## src/verilog/pss_pkg.sv

```systemverilog
// Constants for the pump staging relay sequencer.
// Assumes a single 40 MHz system clock and times given in tenths of a second.
package pss_pkg;
    // -------------------------------------------------------------------
    // Timing
    // -------------------------------------------------------------------
    localparam int CLK_HZ = 40000000;
    localparam int TENTH_NS = 100000000;
    localparam int CLK_NS = 25;
    localparam int TICKS_PER_TENTH_DEF = TENTH_NS / CLK_NS;
    localparam logic [12:0] DWELL_MIN = 13'h000A;
    localparam logic [12:0] DWELL_MAX = 13'h1770;
    localparam logic [12:0] CHG_MIN = 13'h0001;
    localparam logic [12:0] CHG_MAX = 13'h00C8;
    localparam int TIME_W = 13;
    // -------------------------------------------------------------------
    // Modes
    // -------------------------------------------------------------------
    localparam logic MODE_CYCLE = 1'b0;
    localparam logic MODE_ONE_TO_THREE = 1'b1;
    typedef enum logic [2:0] {
        PSS_IDLE,
        PSS_ADD_WAIT1,
        PSS_ADD_WAIT2,
        PSS_REM_WAIT
    } pss_state_e;
endpackage

```

## src/verilog/pss_sequencer.sv

```systemverilog
// Pump staging relay sequencer: adds and removes pumps by relay outputs.
// Assumes at_upper and at_lower come from the frequency loop on clk_sys.
//
// Overview of operation
// - Upper dwell expired: drop relay 1 and suppress output frequency.
// - Cycle mode: then energise relays 1 and 2, accelerate after change-over wait.
// - Cycle mode: lower dwell expired drops relays 1 and 2.
// - Cycle mode: after change-over wait re-energise relay 1, then decelerate.
// - One-to-three: after wait energise relay 2, output still suppressed.
// - One-to-three: after second wait energise relay 1, then accelerate.
// - Lower output frequency when pressure feedback exceeds target, unless output is suppressed.
// - One-to-three: lower dwell expired drops relay 1.
// - One-to-three: relays 1 to 3 map onto the three board relay outputs.
// - Dwell times range 1.0 to 600.0 seconds and govern staging.
// - With zero bias, frequency must reach the limit before dwell counts.
// - One-to-three mode leaves expansion-card relays unused.
`timescale 1ns/100ps
module pss_sequencer
    import pss_pkg::*;
#(
    parameter int TICKS_PER_TENTH = TICKS_PER_TENTH_DEF
) (
    input wire logic clk_sys,
    input wire logic reset,
    input wire logic mode_one_to_three,
    input wire logic [TIME_W-1:0] upper_dwell,
    input wire logic [TIME_W-1:0] lower_dwell,
    input wire logic [TIME_W-1:0] change_wait,
    input wire logic at_upper,
    input wire logic at_lower,
    input wire logic pressure_above_target,
    output logic [2:0] board_relay_outputs,
    output logic [3:0] card_relay_outputs,
    output logic output_suppress,
    output logic accel_req,
    output logic decel_req,
    output logic busy
);
    // -------------------------------------------------------------------
    // Helpers
    // -------------------------------------------------------------------
    function automatic logic [TIME_W-1:0] clamp_t(input logic [TIME_W-1:0] v, input logic [TIME_W-1:0] lo,
                                                   input logic [TIME_W-1:0] hi);
        clamp_t = (v < lo) ? lo : ((v > hi) ? hi : v);
    endfunction

    // -------------------------------------------------------------------
    // Tenth-second prescaler
    // -------------------------------------------------------------------
    logic [31:0] pre_q, pre_d;
    logic tenth;
    always_comb begin
        tenth = (pre_q == 32'(TICKS_PER_TENTH - 1));
        pre_d = tenth ? 32'h0000_0000 : pre_q + 32'h0000_0001;
    end
    always_ff @(posedge clk_sys or posedge reset) begin
        if (reset) begin
            pre_q <= 32'h0000_0000;
        end else begin
            pre_q <= pre_d;
        end
    end

    // -------------------------------------------------------------------
    // Dwell timers
    // -------------------------------------------------------------------
    logic [TIME_W-1:0] up_cnt_q, up_cnt_d, lo_cnt_q, lo_cnt_d;
    logic up_exp, lo_exp;
    pss_state_e st_q, st_d;
    always_comb begin
        // The limit flags already include any switching bias, so a zero bias means the exact limit.
        up_cnt_d = up_cnt_q;
        lo_cnt_d = lo_cnt_q;
        if (!at_upper || st_q != PSS_IDLE) begin
            up_cnt_d = '0;
        end else if (tenth && !up_exp) begin
            up_cnt_d = up_cnt_q + 1'b1;
        end
        if (!at_lower || st_q != PSS_IDLE) begin
            lo_cnt_d = '0;
        end else if (tenth && !lo_exp) begin
            lo_cnt_d = lo_cnt_q + 1'b1;
        end
    end
    // Strictly longer than the dwell: one extra tenth must pass.
    assign up_exp = up_cnt_q > clamp_t(upper_dwell, DWELL_MIN, DWELL_MAX);
    assign lo_exp = lo_cnt_q > clamp_t(lower_dwell, DWELL_MIN, DWELL_MAX);
    always_ff @(posedge clk_sys or posedge reset) begin
        if (reset) begin
            up_cnt_q <= '0;
            lo_cnt_q <= '0;
        end else begin
            up_cnt_q <= up_cnt_d;
            lo_cnt_q <= lo_cnt_d;
        end
    end

    // -------------------------------------------------------------------
    // Staging sequence
    // -------------------------------------------------------------------
    logic [TIME_W-1:0] wt_q, wt_d;
    logic [2:0] rly_q, rly_d;
    logic sup_q, sup_d, acc_q, acc_d, dec_q, dec_d;
    logic wait_done;
    // The prescaler runs free, so the first tenth of a wait may be partial.
    // Counting one tick past the setting makes sure the whole wait elapses.
    assign wait_done = tenth && (wt_q >= clamp_t(change_wait, CHG_MIN, CHG_MAX));
    always_comb begin
        st_d = st_q;
        rly_d = rly_q;
        sup_d = sup_q;
        acc_d = 1'b0;
        dec_d = 1'b0;
        wt_d = tenth ? wt_q + 1'b1 : wt_q;
        case (st_q)
            PSS_IDLE: begin
                wt_d = '0;
                if (up_exp) begin
                    rly_d[0] = 1'b0;
                    sup_d = 1'b1;
                    st_d = PSS_ADD_WAIT1;
                end else if (lo_exp) begin
                    rly_d[0] = 1'b0;
                    if (mode_one_to_three == MODE_CYCLE) begin
                        rly_d[1] = 1'b0;
                        sup_d = 1'b1;
                        st_d = PSS_REM_WAIT;
                    end
                end
            end
            PSS_ADD_WAIT1: begin
                if (wait_done) begin
                    wt_d = '0;
                    if (mode_one_to_three == MODE_CYCLE) begin
                        rly_d[1:0] = 2'h3;
                        sup_d = 1'b0;
                        acc_d = 1'b1;
                        st_d = PSS_IDLE;
                    end else begin
                        rly_d[1] = 1'b1;
                        st_d = PSS_ADD_WAIT2;
                    end
                end
            end
            PSS_ADD_WAIT2: begin
                if (wait_done) begin
                    rly_d[0] = 1'b1;
                    sup_d = 1'b0;
                    acc_d = 1'b1;
                    st_d = PSS_IDLE;
                end
            end
            PSS_REM_WAIT: begin
                if (wait_done) begin
                    rly_d[0] = 1'b1;
                    sup_d = 1'b0;
                    dec_d = 1'b1;
                    st_d = PSS_IDLE;
                end
            end
            default: begin
                st_d = PSS_IDLE;
            end
        endcase
    end
    always_ff @(posedge clk_sys or posedge reset) begin
        if (reset) begin
            st_q <= PSS_IDLE;
            wt_q <= '0;
            rly_q <= 3'h1;
            sup_q <= 1'b0;
            acc_q <= 1'b0;
            dec_q <= 1'b0;
        end else begin
            st_q <= st_d;
            wt_q <= wt_d;
            rly_q <= rly_d;
            sup_q <= sup_d;
            acc_q <= acc_d;
            dec_q <= dec_d;
        end
    end

    // -------------------------------------------------------------------
    // Outputs
    // -------------------------------------------------------------------
    assign board_relay_outputs = rly_q;
    // Expansion card relays are never driven by this sequencer.
    assign card_relay_outputs = 4'h0;
    assign output_suppress = sup_q;
    // A falling demand for pressure always wins over acceleration.
    assign accel_req = acc_q && !pressure_above_target;
    assign decel_req = dec_q || (pressure_above_target && !sup_q);
    assign busy = (st_q != PSS_IDLE);

    // -------------------------------------------------------------------
    // Checks
    // -------------------------------------------------------------------
    property p_add_start;
        @(posedge clk_sys) disable iff (reset) (st_q == PSS_IDLE && up_exp) |=> (!board_relay_outputs[0] && output_suppress);
    endproperty
    a_add_start: assert property (p_add_start) else $error("add did not drop relay 1");
    property p_cycle_add;
        @(posedge clk_sys) disable iff (reset)
            (st_q == PSS_ADD_WAIT1 && wait_done && !mode_one_to_three) |=> (board_relay_outputs[1:0] == 2'h3 && !busy);
    endproperty
    a_cycle_add: assert property (p_cycle_add) else $error("cycle add relays wrong");
    property p_cycle_rem;
        @(posedge clk_sys) disable iff (reset)
            (st_q == PSS_IDLE && !up_exp && lo_exp && !mode_one_to_three) |=> (board_relay_outputs[1:0] == 2'h0);
    endproperty
    a_cycle_rem: assert property (p_cycle_rem) else $error("cycle remove did not drop relays");
    property p_rem_end;
        @(posedge clk_sys) disable iff (reset) (st_q == PSS_REM_WAIT && wait_done) |=> (board_relay_outputs[0] && dec_q);
    endproperty
    a_rem_end: assert property (p_rem_end) else $error("remove end wrong");
    property p_o3_step;
        @(posedge clk_sys) disable iff (reset)
            (st_q == PSS_ADD_WAIT1 && wait_done && mode_one_to_three) |=> (board_relay_outputs[1] && output_suppress);
    endproperty
    a_o3_step: assert property (p_o3_step) else $error("relay 2 step wrong");
    property p_o3_end;
        @(posedge clk_sys) disable iff (reset) (st_q == PSS_ADD_WAIT2 && wait_done) |=> (board_relay_outputs[0] && acc_q);
    endproperty
    a_o3_end: assert property (p_o3_end) else $error("relay 1 not restored");
    property p_press;
        @(posedge clk_sys) disable iff (reset) (pressure_above_target && !output_suppress) |-> (decel_req && !accel_req);
    endproperty
    a_press: assert property (p_press) else $error("no deceleration on high pressure");
    property p_clear;
        @(posedge clk_sys) disable iff (reset) (!at_upper) |=> (up_cnt_q == '0);
    endproperty
    a_clear: assert property (p_clear) else $error("upper dwell not cleared");
    property p_hold;
        @(posedge clk_sys) disable iff (reset) (busy && !wait_done) |=> ($stable(board_relay_outputs) && busy);
    endproperty
    a_hold: assert property (p_hold) else $error("relays changed mid wait");
    property p_card;
        @(posedge clk_sys) disable iff (reset) card_relay_outputs == 4'h0;
    endproperty
    a_card: assert property (p_card) else $error("card relay driven");
endmodule

```

## config.mk

```make
export PLATFORM = sky130hd
export DESIGN_NAME = pss_sequencer
export DESIGN_NICKNAME = d
export VERILOG_FILES = /design/src/verilog/pss_pkg.sv /design/src/verilog/pss_sequencer.sv
export SDC_FILE = /design/constraint.sdc
export NUM_CORES = 1
export LEC_CHECK = 0
export ABC_AREA = 1
export BUFFER_PORTS_ARGS = -buffer_cell sky130_fd_sc_hd__buf_2
export CORE_ASPECT_RATIO = 1.2
export CORE_MARGIN = 1
export CORE_UTILIZATION = 49
export CTS_CLUSTER_SIZE = 25
export DETAILED_ROUTE_END_ITERATION = 8
export MAX_ROUTING_LAYER = met4
export PLACE_DENSITY_LB_ADDON = 0.2
export RECOVER_POWER = 25
export SETUP_SLACK_MARGIN = 0.3
export SYNTH_ARGS = -nofsm -noshare
export SYNTH_HDL_FRONTEND = slang
export SYNTH_SLANG_ARGS = --single-unit
```

## constraint.sdc

```tcl
create_clock -name clk_sys -period 2.6 [get_ports clk_sys]
set_clock_uncertainty 0.1 [all_clocks]
set_input_delay 0.52 -clock clk_sys [delete_from_list [all_inputs] [get_ports clk_sys]]
set_output_delay 0.52 -clock clk_sys [all_outputs]
set_load 0.01 [all_outputs]
```

==> run metrics <==
Overflow after GRT=0; combinational share of power=33.0%; Fillers=1027; placed instance area=6930 um^2; Tightest Pin Transition=1270 ps; design area=7940 um^2; IO Count=56; Pwr Total=4060 uW; starting density of the core=50.1%; synth top area cells=dfrtp_1, nand2_1, ha_1, inv_1, nor2_1; Max FO, Critical Path=12; share of cells above drive strength 1=29.3%; post-synthesis register bit count=78; DIE WIDTH=103 um; via count=5777; crit path time final=2570 ps; Synth warnings=0; clock sink count=78; slowest stage delay, CP=270 ps; # H-tree levels=3; core area=12100 um^2; Peak VDD IR=0.437 mV; largest net degree at the start of global routing=29; initial antenna violation count=0; startpoint types=input port; vias in the first global route=5482; post-synthesis cell type count=47; Cell Chain, Critical Path=buf_8, nor4_4, nor2_1, o211ai_1, nand2_2, inv_4, nand2_2, ha_4, nand2_4, nor2_4, nand3_2, nand2_1, nand2_1, nand3_2, nand2_4, a21oi_4, buf_12, a211oi_2; Die Y=124 um; Leakage=0.00380 uW; fin crit share=98.9%; Min-Delay Path Class=in -> async; clk buf depth=2; synthesized cell area=6050 um^2; gpl congestion=0.940; Routed WL per cell=13.8 um; PortBufs=50; final wirelength=15.3 mm; ys flop type=dfrtp_1; number of CTS-inserted buffers=9; post-DP HPWL=11.4 mm; power share of the clock group=33.8%; clk slew on worst S/H paths=60 ps; Peak Freq=389 MHz; Sw Pwr=1410 uW; Post-Synthesis Cells=833; sequential share of the synthesized area=32.3%; slowest stage cell, crit path=ha_4; multi-input logic area=4230 um^2; status=finished, final reports clean; final number of hold-violating endpoints=0; PwrDens=511 nW/um^2; Root Buffer=clkbuf_16; syn_area_per_cell=7.26 um^2; drc violations=0; drt initial violations=169; fin. max-slew vios=0; crit end category=flip-flop; first-pass GRT wire length=24.4 mm; critical path type=in -> reg; cell taking the most area after synthesis=dfrtp_1; number of synthesized flops with an enable pin=0; P_int=2650 uW; clock tree from TritonCTS=done; sequential group share of total power=33.2%; top cell type's share of synthesized area=31.9%; relative slew slack=15.1%; Skew-Pair Late Insertion Delay=340 ps; FF-to-FF path depth=11; Setup-failing EPs final=0; All-Layer GR Usage=25.6%; Via-to-Cell Ratio=5.21; WP data arrival=2680 ps; row count=44; Seq. cell area=1950 um^2; Routed Antenna Nets=0; maxcap violations=0; RSZ-0062 raised after global routing=true; Syn-to-layout area delta=31.4%; Sw Ratio=34.7%; Antenna Cells=0; DRT Pass-1 Iters=6; post-layout net count=1035; die area=12800 um^2; Async SR Flop Fraction=100%; CP Data Required Time=2710 ps
-- power groups by stage --
stage	clock, uW	sequential [uW]	combinational, uW
floorplan	0	1360	753
global placement	0	1370	1060
detailed placement	0	1370	1070
CTS	1390	1350	1250
global route	1450	1360	1460
finish	1370	1350	1340
-- cell usage after synthesis, types with 7 or more instances --
cell type	count
inv_2	8
nor3_1	29
o21ai_0	20
a21oi_1	28
nand3_1	58
nor4_1	13
o21ai_1	13
dfrtp_1	77
inv_1	113
xor2_1	34
buf_4	7
nand2_2	8
ha_1	47
nand4_1	25
nand2_1	170
nor2_1	104
a211oi_1	10
-- registers in the layout (all words and copies together) (netlist names) --
register,flops
up_cnt_q,13
wt_q,13
output_suppress,1
acc_q,1
pre_q,32
st_q,2
dec_q,1
board_relay_outputs,2
lo_cnt_q,13
-- metrics by stage --
step / worst slack [ps] / std cells / setup TNS [ps] / hold WS, ps / util, %
global route: -118 / 1108 / -2640 / 416 / 65.9
global placement: -339 / 1081 / -11460 / 378 / 57.5
finish: 28.8 / 1108 / 0 / 341 / 65.9
floorplan: 49.5 / 841 / 0 / 353 / -
detailed placement: -364 / 1081 / -12890 / 381 / 57.5
CTS: 34.3 / 1105 / 0 / 174 / 62.8
-- worst max-delay path, delay by kind of cell --
kind	cells	cell delay, ps
AOI/OAI and AO/OA	3	400
adders and majority gates	1	270
buffers and inverters	3	380
and+or+nand+nor	11	1070
-- placed cells by master, fill, tap and decap left out, drive strengths merged --
cell,n
xnor2,6
nand3,59
dfstp,1
bufinv,2
clkbuf,11
o31ai,5
or2,3
xor2,34
nor3b,3
o21a,1
dfrtp,77
a211oi,11
nand2,188
o211ai,2
a31o,1
ha,47
a21oi,29
conb,10
clkinv,3
nor3,30
nor4,13
and2,1
nor2,115
a21o,1
o21bai,1
a31oi,3
inv,120
nand3b,6
buf,102
clkinvlp,3
nand4,25
o221a,1
o21ai,33
-- kinds of logic after synthesis --
family          synth area share, %
fa+ha+maj                      9.73
xor+xnor                       5.79
buf+inv                        9.50
flops                          32.3
simple gates                   34.0
other cells                   0.124
compound gates                 8.53
-- layout make-up --
cell class	count	area share, %
tap	161	2.54
multi-input combinational	628	53.3
sequential	78	24.6
timing repair buffer	103	9.58
clock inverter	5	1.06
clock buffer	10	3.01
inverter	123	5.97
-- what timing repair did --
item	in CTS	in global routing
endpoints found under the setup margin	46	49
setup buffers	5	3
pin swaps	20	34
cloned	4	0
resized for setup	58	85
hold buffers	0	0
-- final timing paths --
check / startpoint / to / slack [ps]
setup reg to reg: pre_q[0]$_DFF_PP0_ / wt_q[11]$_DFF_PP0_ / 380
hold reg to reg: pre_q[0]$_DFF_PP0_ / pre_q[0]$_DFF_PP0_ / 390
min in group clk_sys: pre_q[0]$_DFF_PP0_ / pre_q[0]$_DFF_PP0_ / 390
hold / removal: reset / lo_cnt_q[7]$_DFFE_PP0P_ / 340
max in group asynchronous: reset / wt_q[2]$_DFF_PP0_ / 840
setup / recovery: change_wait[1] / wt_q[11]$_DFF_PP0_ / 30
-- layer usage --
| metal | global-route usage, % | routed length [um] | vias up |
|---|---|---|---|
| li1 | - | - | 2941 |
| met1 | 27.9 | 6220 | 2685 |
| met5 | - | 0 | - |
| met4 | 9.33 | 402 | 0 |
| met3 | 3.54 | 426 | 31 |
| met2 | 47.0 | 8220 | 120 |
No activity file was read; power rests on OpenSTA's default activity.
